[config.mk]
export PLATFORM = sky130hd
export DESIGN_NAME = css_top
export DESIGN_NICKNAME = d
export VERILOG_FILES = /design/src/design/css_pkg.sv /design/src/design/css_decode.sv /design/src/design/css_top.sv
export SDC_FILE = /design/constraint.sdc
export NUM_CORES = 1
export LEC_CHECK = 0
export ABC_CLOCK_PERIOD_IN_PS = 1750
export BUFFER_PORTS_ARGS = -buffer_cell sky130_fd_sc_hd__buf_4
export CAP_MARGIN = 0
export CORE_UTILIZATION = 39
export DETAILED_ROUTE_END_ITERATION = 8
export MAX_ROUTING_LAYER = met4
export PLACE_DENSITY = 0.81
export SLEW_MARGIN = 10
export SYNTH_ARGS = -nofsm -noshare
export SYNTH_HDL_FRONTEND = slang
export SYNTH_SLANG_ARGS = --single-unit
[constraint.sdc]
create_clock -name CLK_SYS -period 1.75 [get_ports CLK_SYS]
set_clock_uncertainty 0.2 [all_clocks]
set_input_delay 0.35 -clock CLK_SYS [delete_from_list [all_inputs] [get_ports CLK_SYS]]
set_output_delay 0.35 -clock CLK_SYS [all_outputs]
set_load 0.05 [all_outputs]
[src/design/css_pkg.sv]
// package: codes, widths and carrier struct for the command source selector
package css_pkg;
   // command value widths
   localparam int FREQ_W = 16;
   localparam int RUN_W = 4;
   // serial link source code
   localparam logic [3:0] SL_LOCAL = 4'h0;
   localparam logic [3:0] SL_F1_RL = 4'h1;
   localparam logic [3:0] SL_FL_R1 = 4'h2;
   localparam logic [3:0] SL_F1_R1 = 4'h3;
   localparam logic [3:0] SL_F2_RL = 4'h4;
   localparam logic [3:0] SL_F2_R1 = 4'h5;
   localparam logic [3:0] SL_FL_R2 = 4'h6;
   localparam logic [3:0] SL_F1_R2 = 4'h7;
   localparam logic [3:0] SL_F2_R2 = 4'h8;
   // fieldbus source code
   localparam logic [1:0] FB_NONE = 2'h0;
   localparam logic [1:0] FB_FREQ = 2'h1;
   localparam logic [1:0] FB_RUN = 2'h2;
   localparam logic [1:0] FB_BOTH = 2'h3;
   // resolved origin of one command
   typedef enum logic [1:0] {
      CSS_SRC_LOCAL,
      CSS_SRC_PORT1,
      CSS_SRC_PORT2,
      CSS_SRC_FBUS
   } css_src_e;
   // one command source: frequency and run words
   typedef struct packed {
      logic [FREQ_W-1:0] freq;
      logic [RUN_W-1:0] run;
   } css_cmd_s;
   // reset values
   localparam logic [FREQ_W-1:0] FREQ_RST = 16'h0000;
   localparam logic [RUN_W-1:0] RUN_RST = 4'h0;
endpackage

[src/design/css_decode.sv]
// module: decodes the two source codes and link enable into origins
`timescale 1ns/1ps
module css_decode (
   input wire logic [3:0] sl_code,
   input wire logic [1:0] fb_code,
   input wire logic link_en,
   output css_pkg::css_src_e freq_src,
   output css_pkg::css_src_e run_src
);
   // serial-link-only choice before the fieldbus overlay
   css_pkg::css_src_e sl_freq;
   css_pkg::css_src_e sl_run;

   ////////////////////////////////////////////////////////////////////////
   // serial link table
   always_comb begin
      sl_freq = css_pkg::CSS_SRC_LOCAL;
      sl_run = css_pkg::CSS_SRC_LOCAL;
      case (sl_code)
         css_pkg::SL_LOCAL: begin
            sl_freq = css_pkg::CSS_SRC_LOCAL;
            sl_run = css_pkg::CSS_SRC_LOCAL;
         end
         css_pkg::SL_F1_RL: begin
            sl_freq = css_pkg::CSS_SRC_PORT1;
         end
         css_pkg::SL_FL_R1: begin
            sl_run = css_pkg::CSS_SRC_PORT1;
         end
         css_pkg::SL_F1_R1: begin
            sl_freq = css_pkg::CSS_SRC_PORT1;
            sl_run = css_pkg::CSS_SRC_PORT1;
         end
         css_pkg::SL_F2_RL: begin
            sl_freq = css_pkg::CSS_SRC_PORT2;
         end
         css_pkg::SL_F2_R1: begin
            sl_freq = css_pkg::CSS_SRC_PORT2;
            sl_run = css_pkg::CSS_SRC_PORT1;
         end
         css_pkg::SL_FL_R2: begin
            sl_run = css_pkg::CSS_SRC_PORT2;
         end
         css_pkg::SL_F1_R2: begin
            sl_freq = css_pkg::CSS_SRC_PORT1;
            sl_run = css_pkg::CSS_SRC_PORT2;
         end
         css_pkg::SL_F2_R2: begin
            sl_freq = css_pkg::CSS_SRC_PORT2;
            sl_run = css_pkg::CSS_SRC_PORT2;
         end
         // codes above 8 are undefined: stay local, the safe side
         default: begin
            sl_freq = css_pkg::CSS_SRC_LOCAL;
            sl_run = css_pkg::CSS_SRC_LOCAL;
         end
      endcase
   end

   ////////////////////////////////////////////////////////////////////////
   // fieldbus overlay and link enable gate
   always_comb begin
      freq_src = sl_freq;
      run_src = sl_run;
      if (fb_code == css_pkg::FB_FREQ || fb_code == css_pkg::FB_BOTH) begin
         freq_src = css_pkg::CSS_SRC_FBUS;
      end
      if (fb_code == css_pkg::FB_RUN || fb_code == css_pkg::FB_BOTH) begin
         run_src = css_pkg::CSS_SRC_FBUS;
      end
      // link disabled forces both commands local
      if (!link_en) begin
         freq_src = css_pkg::CSS_SRC_LOCAL;
         run_src = css_pkg::CSS_SRC_LOCAL;
      end
   end
endmodule

[src/design/css_top.sv]
// module: command source selector, top level with registered outputs
`timescale 1ns/1ps
module css_top #(
   parameter int FREQ_W = css_pkg::FREQ_W,
   parameter int RUN_W = css_pkg::RUN_W
) (
   input wire logic CLK_SYS,
   input wire logic SRST,
   input wire logic [3:0] SERIAL_LINK_SOURCE_CODE,
   input wire logic [1:0] FIELDBUS_SOURCE_CODE,
   input wire logic LINK_ENABLE_ASSIGNED,
   input wire logic LINK_ENABLE_INPUT,
   input wire logic LOCAL_FREQ_SOURCE_SEL_ALT,
   input wire logic MULTI_FREQ_ACTIVE,
   input wire logic [FREQ_W-1:0] LOCAL_FREQ_A,
   input wire logic [FREQ_W-1:0] LOCAL_FREQ_B,
   input wire logic [FREQ_W-1:0] MULTI_FREQ,
   input wire logic LOCAL_RUN_SOURCE_SEL,
   input wire logic [RUN_W-1:0] KEYPAD_RUN,
   input wire logic [RUN_W-1:0] TERMINAL_RUN,
   input wire logic [FREQ_W-1:0] PORT1_FREQ,
   input wire logic [RUN_W-1:0] PORT1_RUN,
   input wire logic [FREQ_W-1:0] PORT2_FREQ,
   input wire logic [RUN_W-1:0] PORT2_RUN,
   input wire logic [FREQ_W-1:0] FBUS_FREQ,
   input wire logic [RUN_W-1:0] FBUS_RUN,
   output logic [FREQ_W-1:0] FREQ_CMD,
   output logic [RUN_W-1:0] RUN_CMD,
   output css_pkg::css_src_e FREQ_SRC,
   output css_pkg::css_src_e RUN_SRC
);
   // effective link enable after the assignment check
   logic link_en;
   // combinational origins from the decoder
   css_pkg::css_src_e dec_freq_src;
   css_pkg::css_src_e dec_run_src;
   // local command after its own selectors
   logic [FREQ_W-1:0] local_freq;
   logic [RUN_W-1:0] local_run;
   // next values of the output flops
   logic [FREQ_W-1:0] next_freq_cmd;
   logic [RUN_W-1:0] next_run_cmd;
   css_pkg::css_src_e next_freq_src;
   css_pkg::css_src_e next_run_src;

   ////////////////////////////////////////////////////////////////////////
   // link enable: no terminal assigned behaves as always on
   assign link_en = !LINK_ENABLE_ASSIGNED || LINK_ENABLE_INPUT;

   // source decoding lives in its own module
   css_decode u_decode (
      .sl_code(SERIAL_LINK_SOURCE_CODE),
      .fb_code(FIELDBUS_SOURCE_CODE),
      .link_en(link_en),
      .freq_src(dec_freq_src),
      .run_src(dec_run_src)
   );

   ////////////////////////////////////////////////////////////////////////
   // local command sources
   always_comb begin
      // multi-frequency overrides the set frequency selector
      if (MULTI_FREQ_ACTIVE) begin
         local_freq = MULTI_FREQ;
      end else if (LOCAL_FREQ_SOURCE_SEL_ALT) begin
         local_freq = LOCAL_FREQ_B;
      end else begin
         local_freq = LOCAL_FREQ_A;
      end
      // run selector: high takes the terminals, low the keypad
      local_run = LOCAL_RUN_SOURCE_SEL ? TERMINAL_RUN : KEYPAD_RUN;
   end

   ////////////////////////////////////////////////////////////////////////
   // output muxes; no history kept, so a switch is clean at once
   always_comb begin
      next_freq_src = dec_freq_src;
      next_run_src = dec_run_src;
      case (dec_freq_src)
         css_pkg::CSS_SRC_LOCAL: next_freq_cmd = local_freq;
         css_pkg::CSS_SRC_PORT1: next_freq_cmd = PORT1_FREQ;
         css_pkg::CSS_SRC_PORT2: next_freq_cmd = PORT2_FREQ;
         css_pkg::CSS_SRC_FBUS: next_freq_cmd = FBUS_FREQ;
         default: next_freq_cmd = local_freq;
      endcase
      case (dec_run_src)
         css_pkg::CSS_SRC_LOCAL: next_run_cmd = local_run;
         css_pkg::CSS_SRC_PORT1: next_run_cmd = PORT1_RUN;
         css_pkg::CSS_SRC_PORT2: next_run_cmd = PORT2_RUN;
         css_pkg::CSS_SRC_FBUS: next_run_cmd = FBUS_RUN;
         default: next_run_cmd = local_run;
      endcase
   end

   // output registers; reset holds run off and frequency zero
   always_ff @(posedge CLK_SYS) begin
      if (SRST) begin
         FREQ_CMD <= FREQ_W'(css_pkg::FREQ_RST);
         RUN_CMD <= RUN_W'(css_pkg::RUN_RST);
         FREQ_SRC <= css_pkg::CSS_SRC_LOCAL;
         RUN_SRC <= css_pkg::CSS_SRC_LOCAL;
      end else begin
         FREQ_CMD <= next_freq_cmd;
         RUN_CMD <= next_run_cmd;
         FREQ_SRC <= next_freq_src;
         RUN_SRC <= next_run_src;
      end
   end
endmodule

==> impl_metrics.yaml <==
logic_synthesis:
  synth_seq_cells: 24
  synthSimpleGateAreaFrac_pct: 22.3
  ys.warnings.count: 0
  synth_area_mm2: 0.00180
  synth_top_family_by_area: "compound AO/OA/AOI/OAI gates"
  netlist_instances: 205
  synth_cell_types: 31
  synthMuxAreaShare_pct: 18.4
  synthXorXnorAreaFrac_pct: 0
  yosys.area_share.adder_pct: 0
  synth-compound-area-share_pct: 28.3
  synth-seq-area-share_pct: 26.7
  syn_nets: 334
  avgSynthCellArea_um2: 8.78
clocking:
  root_buffer: "clkbuf_8"
  path_clk_slew_ns: 0.10
  cts_buffers: 3
  clockBufferDepth: 2
  cts_tree: "yes"
  cts_max_level: 1
  cts_sinks: 24
layout:
  finish.utilization_pct: 72.9
  diodes: 0
  layout_common_cells: "buf_4 (168), mux2i_1 (33), dfxtp_1 (24)"
  instances_no_fill: 421
  num-nets-final: 499
  layout_commonest_cell: "buf_4"
  n_fill_cell: 359
  layout-drive-gt1-share_pct: 51.8
  area_delta_synth_final_pct: 77.6
status:
  status: "finished, final reports clean"
timing:
  worst_slew_pin_slew_ns: 0.472
  slew_headroom_pct: 67.7
  max_freq_mhz: 609
  setup_viol: 0
  finalWorstPathRequiredPeriod_ns: 1.64
  finalCritPeriodShare_pct: 93.9
  rsz0062_at_grt: "false"
  hold_violations: 0
  finalMaxSlewViolations: 0
global_route:
  first_global_vias: 2165
  track_usage_pct: 25.6
  grt_pass1_wl_um: 9910
  grt-ovfl-total: 0
  antenna_found_initial: 0
  grt_max_degree: 33
pwr:
  power_density_mw_per_mm2: 632
  leakagePower_nw: 1.56
  ir_worst_vdd_mv: 0.346
drt:
  dr.pass1.iters: 4
  ant_nets: 0
  drt-vias-per-instance: 5.19
  drt-total-wl_um: 6210
  vias: 2187
  post_drt_wl_per_cell_um: 14.7
  drc: 0
  first_iter_violations: 48
floorplanning:
  die_y_um: 69.9
  core_area_mm2: 0.00438
  die_x_um: 69.9
  start_util_pct: 41.0
  core.rowCount: 24
  ios: 153
  fp.dieArea_mm2: 0.00489
critical_path:
  startpoint: "SERIAL_LINK_SOURCE_CODE[2]"
  cp_data_required_time_ns: 1.69
  arrival_ns: 1.58
  crit_path_start_kind: "input port"
  endpoint_kind: "flop"
  crit_path_max_fanout: 5
  crit_type: "in2reg"
worst_hold_path:
  worstHoldPathType: "in2reg"
  hold_path.startpoint: "PORT1_RUN[2]"
placement:
  io_buffers: 152
  gp_congestion: 0.843
  hpwl_um: 5140
  placedCellCount: 413
job:
  drv_cap: 0
-- what timing repair did --
action                     CTS  global route
setup endpoints to repair    6             1
hold buffers                 0             0
pin swaps                    2             1
resized for setup            0             0
cloned                       0             0
buffers inserted             3             1
-- routing by layer --
layer | up-vias | GRT usage (%) | part of all wire (%)
li1 | 1084 | - | -
met1 | 1006 | 27.1 | 37
met2 | 91 | 49.8 | 55
met3 | 6 | 4.18 | 6.9
met4 | 0 | 4.44 | 1.0
met5 | - | - | 0
-- cell usage after synthesis --
master / count / area, µm²
nand4b_1: 1 / 8.76
nor2_1: 21 / 78.8
a211oi_1: 4 / 30.0
and2b_1: 1 / 7.51
o21ai_0: 16 / 80.1
o211ai_1: 1 / 7.51
clkbuf_1: 6 / 22.5
or3_1: 1 / 6.26
a221oi_1: 6 / 52.6
buf_2: 1 / 5.00
a2111oi_0: 4 / 35.0
dfxtp_1: 24 / 480
o311ai_2: 1 / 16.3
o21a_1: 2 / 15.0
nor3_1: 2 / 10.0
a21oi_4: 1 / 16.3
nor2b_1: 6 / 37.5
o31ai_4: 1 / 21.3
a21oi_1: 7 / 35.0
buf_12: 1 / 20.0
nand2b_4: 1 / 13.8
a221oi_2: 10 / 150
o31ai_2: 1 / 12.5
and3b_1: 2 / 17.5
nand2_1: 21 / 78.8
o21bai_1: 5 / 37.5
mux2i_1: 33 / 330
nand2b_1: 19 / 119
buf_4: 3 / 22.5
nor4b_4: 1 / 23.8
inv_1: 2 / 7.51
-- worst max-delay path: stages --
cell	delay [ns]
buf_4	0.12
buf_4	0.13
nor4b_4	0.04
buf_4	0.15
o21a_1	0.21
a2111oi_0	0.48
a211oi_1	0.10
-- registers in the layout, indices dropped and copies added (netlist names) --
name,cells
FREQ_CMD,16
RUN_SRC,2
RUN_CMD,4
FREQ_SRC,2
-- final timing paths --
path / endpoint / slack (ns) / depth (start not counted)
setup / recovery: RUN_CMD[0]$_SDFF_PP0_ / 0.11 / 7
hold / removal: RUN_CMD[2]$_SDFF_PP0_ / 0.12 / 3
-- where the power goes --
group          internal [mW]  switching, mW  leakage, nW
registers              0.606         0.0157        0.201
logic                  0.434          0.471         1.33
clock network          0.306          0.186       0.0357
-- final cells by class --
class | count | area (µm²) | area share [%]
tap | 52 | 65.1 | 2.04
timing repair buffer | 171 | 1320 | 41.3
sequential | 24 | 480 | 15.0
inverter | 2 | 7.51 | 0.235
multi-input combinational | 168 | 1250 | 39.1
clock buffer | 3 | 41.3 | 1.29
clock inverter | 1 | 30.0 | 0.940
-- through the flow --
stage,total power [mW],hold WS [ns],worst slack [ns],setup TNS (ns),cell area [µm²]
global placement,1.52,0.409,-0.242,-3.78,3080
detailed placement,1.53,0.415,-0.314,-4.91,3080
CTS,2.03,0.120,0.110,0,3190
finish,2.02,0.124,0.107,0,3200
floorplan,1.12,0.274,0.162,0,1800
global route,2.10,0.122,0.0602,0,3200
-- kinds of logic after synthesis --
group | count (synthesis)
buf+inv | 13
simple gates | 76
compound gates | 59
mux | 33
flops | 24
Note: power is estimated with default switching activity, not from simulation.
